## config.mk

```make
export PLATFORM = sky130hd
export DESIGN_NAME = timer_pwm_three_channel
export DESIGN_NICKNAME = d
export VERILOG_FILES = /design/src/hw/pwm_timer_pkg.sv /design/src/hw/sticky_flag.sv /design/src/hw/pwm_channel.sv /design/src/hw/timer_pwm_three_channel.sv
export VERILOG_INCLUDE_DIRS = /design/src /design/src/hw
export SDC_FILE = /design/constraint.sdc
export NUM_CORES = 1
export LEC_CHECK = 0
export ABC_AREA = 1
export BUFFER_PORTS_ARGS = -buffer_cell sky130_fd_sc_hd__buf_2
export CAP_MARGIN = 5
export CORE_UTILIZATION = 55
export DETAILED_ROUTE_END_ITERATION = 6
export PLACE_DENSITY = 0.75
export REMOVE_ABC_BUFFERS = 1
export SYNTH_ARGS = -nofsm -noshare
export SYNTH_HDL_FRONTEND = slang
export SYNTH_HIERARCHICAL = 1
export SYNTH_SLANG_ARGS = --single-unit
export TNS_END_PERCENT = 100
```

## constraint.sdc

```tcl
create_clock -name clk_i -period 4.1 [get_ports clk_i]
set_clock_uncertainty 0.05 [all_clocks]
set_input_delay 0.82 -clock clk_i [delete_from_list [all_inputs] [get_ports clk_i]]
set_output_delay 0.82 -clock clk_i [all_outputs]
set_load 0.02 [all_outputs]
```

## src/hw/pwm_timer_defines.svh

```systemverilog
`ifndef PWM_TIMER_DEFINES_SVH
`define PWM_TIMER_DEFINES_SVH

// Register byte offsets
`define OFS_CLOCK_GATE 8'h00
`define OFS_START 8'h04
`define OFS_CMP_FUNC 8'h08
`define OFS_PWM_SEL 8'h0c
`define OFS_CUTOFF 8'h10
`define OFS_OUT_EN 8'h14
`define OFS_INIT_LVL 8'h18
`define OFS_CONTROL 8'h1c
`define OFS_MATCH_IEN 8'h20
`define OFS_MATCH_STAT 8'h24
`define OFS_IRQ_MASK 8'h28
`define OFS_IRQ_FLAG 8'h2c
`define OFS_PRIORITY 8'h30
`define OFS_COUNTER 8'h34
`define OFS_PERIOD_A 8'h38
`define OFS_DUTY_B 8'h3c
`define OFS_DUTY_C 8'h40
`define OFS_DUTY_D 8'h44

// Field positions
`define BIT_CLK_SUPPLY 0
`define BIT_COUNT_START 0
`define BIT_CONTINUE 2
`define BIT_BUF_C 4
`define BIT_BUF_D 5
`define CUTOFF_EN_HI 7
`define CUTOFF_EN_LO 6
`define CLR_SEL_HI 7
`define CLR_SEL_LO 5
`define SRC_SEL_HI 2
`define SRC_SEL_LO 0

// Reset values
`define RST_OUT_EN 4'hf
`define RST_IRQ_MASK 1'h1
`define RST_PRIORITY 2'h3
`define RST_COMPARE 16'hffff

// Counter clear selection codes
`define CLR_NONE 3'h0
`define CLR_ON_A 3'h1

// Prescaler divide counts
`define DIV_2 5'h01
`define DIV_4 5'h03
`define DIV_8 5'h07
`define DIV_32 5'h1f

`endif

```

## src/hw/pwm_timer_pkg.sv

```systemverilog
package pwm_timer_pkg;
   typedef enum logic [2:0] {
      SRC_FCLK = 3'h0,
      SRC_DIV2 = 3'h1,
      SRC_DIV4 = 3'h2,
      SRC_DIV8 = 3'h3,
      SRC_DIV32 = 3'h4
   } count_src_t;
   typedef logic [3:0] pin_vec_t;
endpackage

```

## src/hw/sticky_flag.sv

```systemverilog
`timescale 1ns/1ns
module sticky_flag (
   // Clock and reset
   input wire logic clk_i,
   input wire logic rst_i,
   // Control
   input wire logic set_i,
   input wire logic clr_i,
   // State
   output logic flag_o
);
   // Set wins over a clear in the same cycle
   always_ff @(posedge clk_i) begin
      if (rst_i) begin
         flag_o <= 1'b0;
      end else if (set_i) begin
         flag_o <= 1'b1;
      end else if (clr_i) begin
         flag_o <= 1'b0;
      end
   end
endmodule

```

## src/hw/pwm_channel.sv

```systemverilog
`timescale 1ns/1ns
module pwm_channel #(
   parameter int CNT_W = 16
) (
   // Clock and reset
   input wire logic clk_i,
   input wire logic rst_i,
   // Timebase
   input wire logic running_i,
   input wire logic tick_i,
   input wire logic period_end_i,
   input wire logic [CNT_W-1:0] count_i,
   input wire logic [CNT_W-1:0] compare_i,
   input wire logic init_level_i,
   input wire logic hold_i,
   // Result
   output logic match_o,
   output logic level_o
);
   assign match_o = running_i && tick_i && (count_i == compare_i);

   always_ff @(posedge clk_i) begin
      if (rst_i) begin
         level_o <= 1'b0;
      end else if (!running_i) begin
         level_o <= init_level_i;
      end else if (hold_i || period_end_i) begin
         level_o <= 1'b0;
      end else if (match_o) begin
         level_o <= 1'b1;
      end
   end
endmodule

```

## src/hw/timer_pwm_three_channel.sv

```systemverilog
// Behaviour
// - Timer logic is held in reset and unwritable while clock supply enable is 0.
// - Writing 0 to the count start bit stops the counter.
// - Interrupt mask bit at 1 blocks the timer interrupt output.
// - Writing 0 to the interrupt request flag clears the pending request.
// - Two priority bits give level 0 to 3; both set is level 3, lowest.
// - Buffer select bits at 0 keep compare C and D as independent compares.
// - PWM select bit at 1 puts outputs B, C, D under PWM control.
// - Cutoff register at zero disables forced cutoff of outputs.
// - Output enable bits are active low; 0 drives the pin.
// - Initial level bit 0 starts the output at its inactive low level.
// - Clear select 001 clears the counter on period register A match.
// - Count source 000 increments the counter every peripheral clock.
// - Each match interrupt enable gates its own match event, not the stored match flag, into the request.
// - PWM period is period register A plus one count-source cycles.
// - Output low for compare plus one cycles, then high to period end.
// - Continue bit 1 keeps counting after A match; 0 stops there.
`timescale 1ns/1ns
`include "pwm_timer_defines.svh"
module timer_pwm_three_channel #(
   parameter int CNT_W = 16
) (
   // Clock and reset
   input wire logic clk_i,
   input wire logic rst_i,
   // Wishbone slave
   input wire logic cyc_i,
   input wire logic stb_i,
   input wire logic we_i,
   input wire logic [7:0] adr_i,
   input wire logic [3:0] sel_i,
   input wire logic [31:0] dat_i,
   output logic [31:0] dat_o,
   output logic ack_o,
   // Forced cutoff request
   input wire logic cutoff_i,
   // Pins
   output pwm_timer_pkg::pin_vec_t pwm_out_o,
   output pwm_timer_pkg::pin_vec_t pwm_oe_o,
   // Interrupt
   output logic irq_o,
   output logic [1:0] irq_priority_o
);
   import pwm_timer_pkg::*;

   ////////////////////////////////////////////////////////////////////////////
   // Register state

   logic clk_supply_r;
   logic start_r;
   logic continue_r;
   logic buf_c_r;
   logic buf_d_r;
   logic [2:0] pwm_sel_r;
   logic [7:0] cutoff_r;
   logic [3:0] out_en_n_r;
   logic [2:0] init_lvl_r;
   logic [2:0] clr_sel_r;
   count_src_t src_sel_r;
   logic [3:0] match_ien_r;
   logic irq_mask_r;
   logic [1:0] priority_r;
   logic [CNT_W-1:0] counter_r;
   logic [CNT_W-1:0] period_a_r;
   logic [CNT_W-1:0] duty_b_r;
   logic [CNT_W-1:0] duty_c_r;
   logic [CNT_W-1:0] duty_d_r;
   logic [4:0] presc_r;

   logic timer_rst;
   logic wr_go;
   logic [31:0] rd_nxt;
   logic tick;
   logic match_a;
   logic period_end;
   logic [3:0] match;
   logic [3:0] match_flag;
   logic [3:0] match_clr;
   logic irq_req;
   logic irq_req_set;
   logic irq_req_clr;
   logic [2:0] level;
   logic cutoff_on;

   // Timer held in reset while its clock supply is gated
   assign timer_rst = rst_i || !clk_supply_r;

   ////////////////////////////////////////////////////////////////////////////
   // Wishbone slave

   // Ack one cycle after the request, write lands on the ack edge
   assign wr_go = cyc_i && stb_i && we_i && ack_o;

   function automatic logic [15:0] merge16(input logic [15:0] old, input logic [31:0] d, input logic [3:0] s);
      merge16 = {s[1] ? d[15:8] : old[15:8], s[0] ? d[7:0] : old[7:0]};
   endfunction

   always_ff @(posedge clk_i) begin
      if (rst_i) begin
         ack_o <= 1'b0;
      end else begin
         ack_o <= cyc_i && stb_i && !ack_o;
      end
   end

   always_ff @(posedge clk_i) begin
      if (rst_i) begin
         dat_o <= 32'h0;
      end else if (cyc_i && stb_i && !ack_o) begin
         dat_o <= rd_nxt;
      end
   end

   // Timer registers read as zero while the clock supply is off
   always_comb begin
      rd_nxt = 32'h0;
      if (adr_i == `OFS_CLOCK_GATE) begin
         rd_nxt[`BIT_CLK_SUPPLY] = clk_supply_r;
      end else if (clk_supply_r) begin
         case (adr_i)
            `OFS_START: begin
               rd_nxt[`BIT_COUNT_START] = start_r;
               rd_nxt[`BIT_CONTINUE] = continue_r;
            end
            `OFS_CMP_FUNC: begin
               rd_nxt[`BIT_BUF_C] = buf_c_r;
               rd_nxt[`BIT_BUF_D] = buf_d_r;
            end
            `OFS_PWM_SEL: rd_nxt[2:0] = pwm_sel_r;
            `OFS_CUTOFF: rd_nxt[7:0] = cutoff_r;
            `OFS_OUT_EN: rd_nxt[3:0] = out_en_n_r;
            `OFS_INIT_LVL: rd_nxt[2:0] = init_lvl_r;
            `OFS_CONTROL: begin
               rd_nxt[`CLR_SEL_HI:`CLR_SEL_LO] = clr_sel_r;
               rd_nxt[`SRC_SEL_HI:`SRC_SEL_LO] = src_sel_r;
            end
            `OFS_MATCH_IEN: rd_nxt[3:0] = match_ien_r;
            `OFS_MATCH_STAT: rd_nxt[3:0] = match_flag;
            `OFS_IRQ_MASK: rd_nxt[0] = irq_mask_r;
            `OFS_IRQ_FLAG: rd_nxt[0] = irq_req;
            `OFS_PRIORITY: rd_nxt[1:0] = priority_r;
            `OFS_COUNTER: rd_nxt[CNT_W-1:0] = counter_r;
            `OFS_PERIOD_A: rd_nxt[CNT_W-1:0] = period_a_r;
            `OFS_DUTY_B: rd_nxt[CNT_W-1:0] = duty_b_r;
            `OFS_DUTY_C: rd_nxt[CNT_W-1:0] = duty_c_r;
            `OFS_DUTY_D: rd_nxt[CNT_W-1:0] = duty_d_r;
            default: rd_nxt = 32'h0;
         endcase
      end
   end

   ////////////////////////////////////////////////////////////////////////////
   // Clock supply gate, reachable in all states

   always_ff @(posedge clk_i) begin
      if (rst_i) begin
         clk_supply_r <= 1'b0;
      end else if (wr_go && sel_i[0] && adr_i == `OFS_CLOCK_GATE) begin
         clk_supply_r <= dat_i[`BIT_CLK_SUPPLY];
      end
   end

   ////////////////////////////////////////////////////////////////////////////
   // Configuration registers

   always_ff @(posedge clk_i) begin
      if (timer_rst) begin
         continue_r <= 1'b0;
         buf_c_r <= 1'b0;
         buf_d_r <= 1'b0;
         pwm_sel_r <= 3'h0;
         cutoff_r <= 8'h0;
         out_en_n_r <= `RST_OUT_EN;
         init_lvl_r <= 3'h0;
         clr_sel_r <= `CLR_NONE;
         src_sel_r <= SRC_FCLK;
         match_ien_r <= 4'h0;
         irq_mask_r <= `RST_IRQ_MASK;
         priority_r <= `RST_PRIORITY;
      end else if (wr_go && sel_i[0]) begin
         case (adr_i)
            `OFS_START: continue_r <= dat_i[`BIT_CONTINUE];
            `OFS_CMP_FUNC: begin
               buf_c_r <= dat_i[`BIT_BUF_C];
               buf_d_r <= dat_i[`BIT_BUF_D];
            end
            `OFS_PWM_SEL: pwm_sel_r <= dat_i[2:0];
            `OFS_CUTOFF: cutoff_r <= dat_i[7:0];
            `OFS_OUT_EN: out_en_n_r <= dat_i[3:0];
            `OFS_INIT_LVL: init_lvl_r <= dat_i[2:0];
            `OFS_CONTROL: begin
               clr_sel_r <= dat_i[`CLR_SEL_HI:`CLR_SEL_LO];
               src_sel_r <= count_src_t'(dat_i[`SRC_SEL_HI:`SRC_SEL_LO]);
            end
            `OFS_MATCH_IEN: match_ien_r <= dat_i[3:0];
            `OFS_IRQ_MASK: irq_mask_r <= dat_i[0];
            `OFS_PRIORITY: priority_r <= dat_i[1:0];
            default: irq_mask_r <= irq_mask_r;
         endcase
      end
   end

   // Software start/stop; hardware stops at A match when not continuing
   always_ff @(posedge clk_i) begin
      if (timer_rst) begin
         start_r <= 1'b0;
      end else if (wr_go && sel_i[0] && adr_i == `OFS_START) begin
         start_r <= dat_i[`BIT_COUNT_START];
      end else if (match_a && !continue_r) begin
         start_r <= 1'b0;
      end
   end

   ////////////////////////////////////////////////////////////////////////////
   // Count source

   always_ff @(posedge clk_i) begin
      if (timer_rst) begin
         presc_r <= 5'h0;
      end else begin
         presc_r <= presc_r + 5'h1;
      end
   end

   always_comb begin
      case (src_sel_r)
         SRC_FCLK: tick = 1'b1;
         SRC_DIV2: tick = (presc_r & `DIV_2) == `DIV_2;
         SRC_DIV4: tick = (presc_r & `DIV_4) == `DIV_4;
         SRC_DIV8: tick = (presc_r & `DIV_8) == `DIV_8;
         SRC_DIV32: tick = (presc_r & `DIV_32) == `DIV_32;
         default: tick = 1'b0;
      endcase
   end

   ////////////////////////////////////////////////////////////////////////////
   // Counter and compare registers

   assign match_a = start_r && tick && (counter_r == period_a_r);
   assign period_end = match_a && (clr_sel_r == `CLR_ON_A);

   always_ff @(posedge clk_i) begin
      if (timer_rst) begin
         counter_r <= {CNT_W{1'b0}};
      end else if (wr_go && adr_i == `OFS_COUNTER) begin
         counter_r <= merge16(counter_r, dat_i, sel_i);
      end else if (period_end) begin
         counter_r <= {CNT_W{1'b0}};
      end else if (match_a && !continue_r) begin
         counter_r <= counter_r;
      end else if (start_r && tick) begin
         counter_r <= counter_r + 1'b1;
      end
   end

   // Buffer mode moves C into A and D into B at the period match
   always_ff @(posedge clk_i) begin
      if (timer_rst) begin
         period_a_r <= `RST_COMPARE;
         duty_b_r <= `RST_COMPARE;
      end else begin
         if (wr_go && adr_i == `OFS_PERIOD_A) begin
            period_a_r <= merge16(period_a_r, dat_i, sel_i);
         end else if (match_a && buf_c_r) begin
            period_a_r <= duty_c_r;
         end
         if (wr_go && adr_i == `OFS_DUTY_B) begin
            duty_b_r <= merge16(duty_b_r, dat_i, sel_i);
         end else if (match_a && buf_d_r) begin
            duty_b_r <= duty_d_r;
         end
      end
   end

   always_ff @(posedge clk_i) begin
      if (timer_rst) begin
         duty_c_r <= `RST_COMPARE;
         duty_d_r <= `RST_COMPARE;
      end else begin
         if (wr_go && adr_i == `OFS_DUTY_C) begin
            duty_c_r <= merge16(duty_c_r, dat_i, sel_i);
         end
         if (wr_go && adr_i == `OFS_DUTY_D) begin
            duty_d_r <= merge16(duty_d_r, dat_i, sel_i);
         end
      end
   end

   ////////////////////////////////////////////////////////////////////////////
   // PWM outputs B, C, D

   pwm_channel #(.CNT_W(CNT_W)) u_chan_b (
      .clk_i(clk_i),
      .rst_i(timer_rst),
      .running_i(start_r),
      .tick_i(tick),
      .period_end_i(period_end),
      .count_i(counter_r),
      .compare_i(duty_b_r),
      .init_level_i(init_lvl_r[0]),
      .hold_i(1'b0),
      .match_o(match[1]),
      .level_o(level[0])
   );

   pwm_channel #(.CNT_W(CNT_W)) u_chan_c (
      .clk_i(clk_i),
      .rst_i(timer_rst),
      .running_i(start_r),
      .tick_i(tick),
      .period_end_i(period_end),
      .count_i(counter_r),
      .compare_i(duty_c_r),
      .init_level_i(init_lvl_r[1]),
      .hold_i(buf_c_r),
      .match_o(match[2]),
      .level_o(level[1])
   );

   pwm_channel #(.CNT_W(CNT_W)) u_chan_d (
      .clk_i(clk_i),
      .rst_i(timer_rst),
      .running_i(start_r),
      .tick_i(tick),
      .period_end_i(period_end),
      .count_i(counter_r),
      .compare_i(duty_d_r),
      .init_level_i(init_lvl_r[2]),
      .hold_i(buf_d_r),
      .match_o(match[3]),
      .level_o(level[2])
   );

   assign match[0] = match_a;

   // Cutoff active only with a nonzero enable field
   assign cutoff_on = (cutoff_r[`CUTOFF_EN_HI:`CUTOFF_EN_LO] != 2'h0) && cutoff_i;

   always_ff @(posedge clk_i) begin
      if (timer_rst) begin
         pwm_out_o <= 4'h0;
         pwm_oe_o <= 4'h0;
      end else begin
         pwm_oe_o <= ~out_en_n_r;
         if (cutoff_on) begin
            // Pin A never driven high
            pwm_out_o <= {cutoff_r[3:1], 1'b0};
         end else begin
            pwm_out_o <= {level & pwm_sel_r, 1'b0};
         end
      end
   end

   ////////////////////////////////////////////////////////////////////////////
   // Match flags and interrupt

   for (genvar i = 0; i < 4; i++) begin : g_flag
      assign match_clr[i] = wr_go && sel_i[0] && adr_i == `OFS_MATCH_STAT && dat_i[i];
      sticky_flag u_flag (
         .clk_i(clk_i),
         .rst_i(timer_rst),
         .set_i(match[i]),
         .clr_i(match_clr[i]),
         .flag_o(match_flag[i])
      );
   end

   assign irq_req_set = |(match & match_ien_r);
   assign irq_req_clr = wr_go && sel_i[0] && adr_i == `OFS_IRQ_FLAG && !dat_i[0];

   sticky_flag u_req (
      .clk_i(clk_i),
      .rst_i(timer_rst),
      .set_i(irq_req_set),
      .clr_i(irq_req_clr),
      .flag_o(irq_req)
   );

   assign irq_o = irq_req && !irq_mask_r;

   always_ff @(posedge clk_i) begin
      if (timer_rst) begin
         irq_priority_o <= `RST_PRIORITY;
      end else begin
         irq_priority_o <= priority_r;
      end
   end

endmodule

```

==> results.toml, run 1 <==
[flow_run]
drv_cap = 0

[floorplanning]
die_w_um = 134
pin_count = 94
coreArea_um2 = 16800
die_height_um = 134
initial_core_util = 0.569
dieArea_um2 = 17900
fp-row-count = 47

[setup_path]
critical_path_required_ns = 4.37
reg2regPathDepth = 17
slowest_delay_ns = 0.38
crit_chain = "ha_1 -> nand2_1 -> nor2_1 -> ha_1 -> nand3_1 -> nand2_1 -> o211ai_1 -> inv_1 -> nand2_1 -> nor2_8 -> nand2_4 -> inv_1 -> nor2_1 -> nand2_1 -> o21ai_0 -> nand2_1 -> a21oi_1"
cp_max_fo = 17
reg2reg_from = "presc_r[0]"
cp_slowest_cell = "dfxtp_1"
worstSetupPathType = "reg -> reg"
start_kind = "register"
cp-end-kind = "register"
cp_common_cell = "nand2_1"
crit_arrival_ns = 3.28
worstReg2RegEnd = "u_chan_c/level_o"
rrSetupSlack_ns = 1.09

[clocking]
root_buffer = "clkbuf_16"
clk_latency_ns = 0.44
cts_sinks = 155
post_cts_buffers = 0
h-tree-depth = 4
postCtsHoldBufs = 0
cts_made_buffers = 17
cts.repair.resized = 0
cts_buffer_depth = 2
tritoncts = "yes"
path_clk_slew_ns = 0.08

[logic_synthesis]
synth_ff_type = "dfxtp_1"
yosysSeqAreaShare = 0.325
avgSynthCellArea_um2 = 6.16
synth_edf_count = 0
synth_seq_cells = 155
synthCells = 1547
yosys_warnings = 6
async_flop_share = 0
syn-cell-area_um2 = 9540
ys_types = 44

[cells_and_area]
fin_cells = 1820
layout-drive-gt1-share = 0.0944
mostFrequentLayoutCells = "nand2_1, inv_1, nor2_1"
final_common_cell = "nand2_1"
n_antenna_cell = 0
fin_util = 0.624
design_area_um2 = 10500
fill_cells = 1633
areaGrowthSynthToFinish_pct = 9.61
nNetsFinal = 1641

[place]
dpl.cell_count = 1788
hpwl_um = 22900
placed_area_um2 = 9850
io_buffers = 58
place_congestion = 0.979

[sta]
tightestPinTransition_ns = 0.794
fin_tns_setup_ns = 0
setup_violations = 0
finalHoldViolCount = 0
relSlewSlack = 0.466
finalCritPeriodShare = 0.735
rsz0062_at_grt = "false"
drv_slew = 0
fin_crit_ns = 3.01
fin_hold_ws_ns = 0.363
max_freq_mhz = 332

[grt]
antenna_found_initial = 0
grt-ovfl-total = 0
grt_util_all_layers = 0.357
grt_pass1_vias = 8679
grt_pass1_wl_um = 48300
grt_max_degree = 55

[power_and_ir_drop]
power.internal_uw = 2400
switchingPower_uw = 813
p_per_area_nw_per_um2 = 307
leakage_uw = 0.00549
pwr-share-clk = 0.502
seq_power_share = 0.469
pwr-share-comb = 0.029
vdd_ir_drop_max_uv = 306
switching_share = 0.253

[status]
status = "complete, no violations"

[drt]
viasPerCell = 5.53
wl_per_cell_um = 17.2
ant_nets = 0
route.vias.total = 10069
drc_errors = 0
drt-total-wl_um = 31300
drt_iter0_drc = 1461
firstDrtPassIters = 6

[worst_hold_path]
worstHoldStart = "out_en_n_r[2]"
min_to = "pwm_oe_o[2]"
worst_hold_path_type = "reg -> reg"
whs_path_depth = 1
## worst max-delay path: cells and delay by family (launching register included)
| kind | cells | cell delay [ns] |
|---|---|---|
| buffers and inverters | 2 | 0.52 |
| adder cells (fa/ha/maj) | 2 | 0.36 |
| AND/OR/NAND/NOR | 10 | 1.28 |
| flip-flops | 1 | 0.38 |
| AO/OA/AOI/OAI | 3 | 0.28 |
## power groups by stage
| stage | Clock, µW | Sequential [µW] | Combinational [µW] |
|---|---|---|---|
| 2_1_floorplan | 0 | 1540 | 42.2 |
| 3_3_place_gp | 0 | 1540 | 89.0 |
| 3_5_place_dp | 0 | 1540 | 89.5 |
| 4_1_cts | 1620 | 1510 | 89.9 |
| 5_1_grt | 1680 | 1500 | 97.9 |
| 6_report | 1610 | 1510 | 92.0 |
## flip-flops by register name (all words and copies together) (netlist names), 4 cells and up
register,cells
counter_r,16
dat_o,16
duty_b_r,16
duty_c_r,16
duty_d_r,16
period_a_r,16
cutoff_r,8
presc_r,5
g_flag.u_flag/flag_o,4
match_ien_r,4
out_en_n_r,4
pwm_oe_o,4
## cell type report
cell class	instances	area, µm²	area share
Multi-Input combinational cell	1094	5180	0.496
Sequential cell	155	3100	0.297
Inverter	254	953	0.0912
Clock buffer	17	425	0.0407
Timing Repair Buffer	65	343	0.0328
Tap cell	220	275	0.0263
Clock inverter	15	171	0.0164
## metal layers
| metal | global-route usage | part of all wire |
|---|---|---|
| met4 | 0.132 | 0.030 |
| met5 | 0 | 0 |
| met2 | 0.530 | 0.42 |
| met1 | 0.507 | 0.44 |
| met3 | 0.0731 | 0.11 |
## worst max path at each step
stage	from	end
floorplan	rst_i	irq_priority_o[0]
global placement	adr_i[1]	duty_b_r[8]
detailed placement	adr_i[1]	duty_b_r[10]
CTS	presc_r[0]	u_chan_c/level_o
global route	presc_r[0]	u_chan_d/level_o
finish	presc_r[0]	u_chan_c/level_o
## stage by stage
stage / total power [µW] / setup slack, ns
2_1_floorplan: 1580 / -1.45
3_3_place_gp: 1630 / 1.03
3_5_place_dp: 1630 / 0.969
4_1_cts: 3220 / 1.16
5_1_grt: 3290 / 0.904
6_report: 3210 / 1.09
## cells in the mapped netlist (11+ instances only)
cell type	number	area, µm²
clkbuf_1	22	82.6
inv_2	12	45.0
buf_4	21	158
dfxtp_1	155	3100
nand2_1	456	1710
a21oi_1	90	450
o21ai_0	135	676
nor2_1	178	668
o22ai_1	12	75.1
buf_2	11	55.1
nand3_1	54	270
o211ai_1	41	308
inv_1	238	893
nand4_1	14	87.6
## cells by family (layout without fill, tap and decap cells)
kind of cell	after synthesis	after routing	share of synthesized area
xor+xnor	12	12	0.0110
fa+ha+maj	4	4	0.00525
flops	155	155	0.325
simple gates	757	757	0.340
compound gates	303	303	0.179
buf+inv	315	351	0.139
other cells	1	18	0.000393
Power figures use the tool's default switching activity.
==> inputs of run 2 (changes only) <==
- clock period: 4.1 -> 3.02 ns (I/O delays scaled with it)
==> run 2 against run 1 <==
Die area stayed put. Register-to-register slack worse by 0.86 ns. Cell area is 0.92% higher. Combinational power is 36% higher. Clock power is 33% higher. Routed wire length is 2.0% higher.
==> results.toml, run 2 (synthesis gave the netlist of run 1 again) <==
[grt]
grt_pass1_vias = 8748
grt-ovfl-total = 0
antenna_found_initial = 0
grt_pass1_wl_um = 48800
grt_util_all_layers = 0.363
grt_max_degree = 32

[setup_path]
crit_arrival_ns = 3.11
cp-end-kind = "register"
crit_path_start = "presc_r[0]"
reg2reg_from = "presc_r[0]"
crit_chain = "ha_1 -> nand2_1 -> nor2_1 -> ha_1 -> nand3_1 -> nand2_1 -> o211ai_1 -> inv_1 -> nand2_1 -> nor2_8 -> buf_4 -> nand3_2 -> nand2_2 -> a21oi_1 -> o21ai_1"
slowest_delay_ns = 0.38
cp_max_fo = 16
worstSetupPathType = "reg -> reg"
path_delay_family = "simple AND/OR/NAND/NOR gates"
cp_common_cell = "nand2_1"
critical_path_required_ns = 3.34
cp_slowest_cell = "dfxtp_1"
start_kind = "register"
path_buf_inv = 2

[sta]
fin_crit_ns = 2.79
fin_hold_ws_ns = 0.364
finalCritPeriodShare = 0.924
postLayoutSetupSlackWorst_ns = 0.230
setup_violations = 0
tightestPinTransition_ns = 0.715
relSlewSlack = 0.520
max_freq_mhz = 358
finalHoldViolCount = 0
rsz0062_at_grt = "false"
drv_slew = 0

[cells_and_area]
multi_input_area_um2 = 5180
design_area_um2 = 10500
areaGrowthSynthToFinish_pct = 10.6
fill_cells = 1650
nNetsFinal = 1656
mostFrequentLayoutCells = "nand2_1, inv_1, nor2_1"
seq_area_um2 = 3100
n_antenna_cell = 0
fin_util = 0.629
fin_cells = 1835
final_common_cell = "nand2_1"
layout-drive-gt1-share = 0.103

[floorplanning]
die_w_um = 134
initial_core_util = 0.569
fp-row-count = 47
dieArea_um2 = 17900
pin_count = 94
coreArea_um2 = 16800
die_height_um = 134

[clocking]
cts_buffer_depth = 2
post_cts_buffers = 0
cts_made_buffers = 17
postCtsHoldBufs = 0
h-tree-depth = 4
root_buffer = "clkbuf_16"
cts_sinks = 155
cts.repair.resized = 0
tritoncts = "yes"
path_clk_slew_ns = 0.07
clk_latency_ns = 0.44

[drt]
firstDrtPassIters = 6
viasPerCell = 5.57
drc_errors = 0
wl_per_cell_um = 17.4
drt-total-wl_um = 31900
route.vias.total = 10226
drt_iter0_drc = 1272
ant_nets = 0

[place]
post-place-ws_ns = 0.348
io_buffers = 58
placed_area_um2 = 9970
hpwl_um = 23600
dpl.cell_count = 1803
place_congestion = 0.980

[worst_hold_path]
worst_hold_path_type = "reg -> reg"
worstHoldStart = "out_en_n_r[2]"

[power_and_ir_drop]
p_per_area_nw_per_um2 = 409
vdd_ir_drop_max_uv = 382
leakage_uw = 0.00555

[flow_run]
drv_cap = 0

[status]
status = "complete, no violations"
[run 2: cell types whose count changed in the layout (fill, tap and decap cells not counted)]
cell	delta
clkinv_4	-1
inv_8	-3
inv_6	+1
bufinv_16	-1
buf_4	+15
clkinvlp_4	+2
clkinv_8	+2
[run 2: area by class of cell]
class                      instances  share of cell area
timing repair buffer              80              0.0432
clock inverter                    15              0.0147
sequential                       155               0.294
clock buffer                      17              0.0403
tap                              220              0.0261
multi-input combinational       1094               0.491
inverter                         254              0.0904
[run 2: metal layers]
metal,share of wire,global-route usage
met5,0,0
met4,0.028,0.129
met3,0.12,0.0868
met1,0.42,0.507
met2,0.42,0.543
[run 2: worst register-to-register path, cell delays in order, from the launching register on]
cell      delay [ns]
dfxtp_1         0.38
ha_1            0.22
nand2_1         0.06
nor2_1          0.09
ha_1            0.16
nand3_1         0.08
nand2_1         0.07
o211ai_1        0.08
inv_1           0.34
nand2_1         0.23
nor2_8          0.18
buf_4           0.18
nand3_2         0.09
nand2_2         0.28
a21oi_1         0.13
o21ai_1         0.09
[run 2: per-stage QoR]
stage / power (µW) / setup TNS (ns)
after floorplan: 2150 / -147.86
after global placement: 2210 / 0
after detailed placement: 2210 / 0
after CTS: 4320 / 0
after global routing: 4410 / 0
final: 4310 / 0
[run 2: path summary, 6_finish.rpt]
check	to	slack (ns)	depth (start not counted)
worst max-delay path	duty_b_r[14]	0.23	15
worst min-delay path	pwm_oe_o[2]	0.36	1
worst max register to register	duty_b_r[14]	0.23	15
worst min register to register	pwm_oe_o[2]	0.36	1
[run 2: report_power, final]
group / switching [µW] / internal [µW] / total [µW]
logic: 99.0 / 26.5 / 125
registers: 0.464 / 2040 / 2040
clock network: 1040 / 1100 / 2140
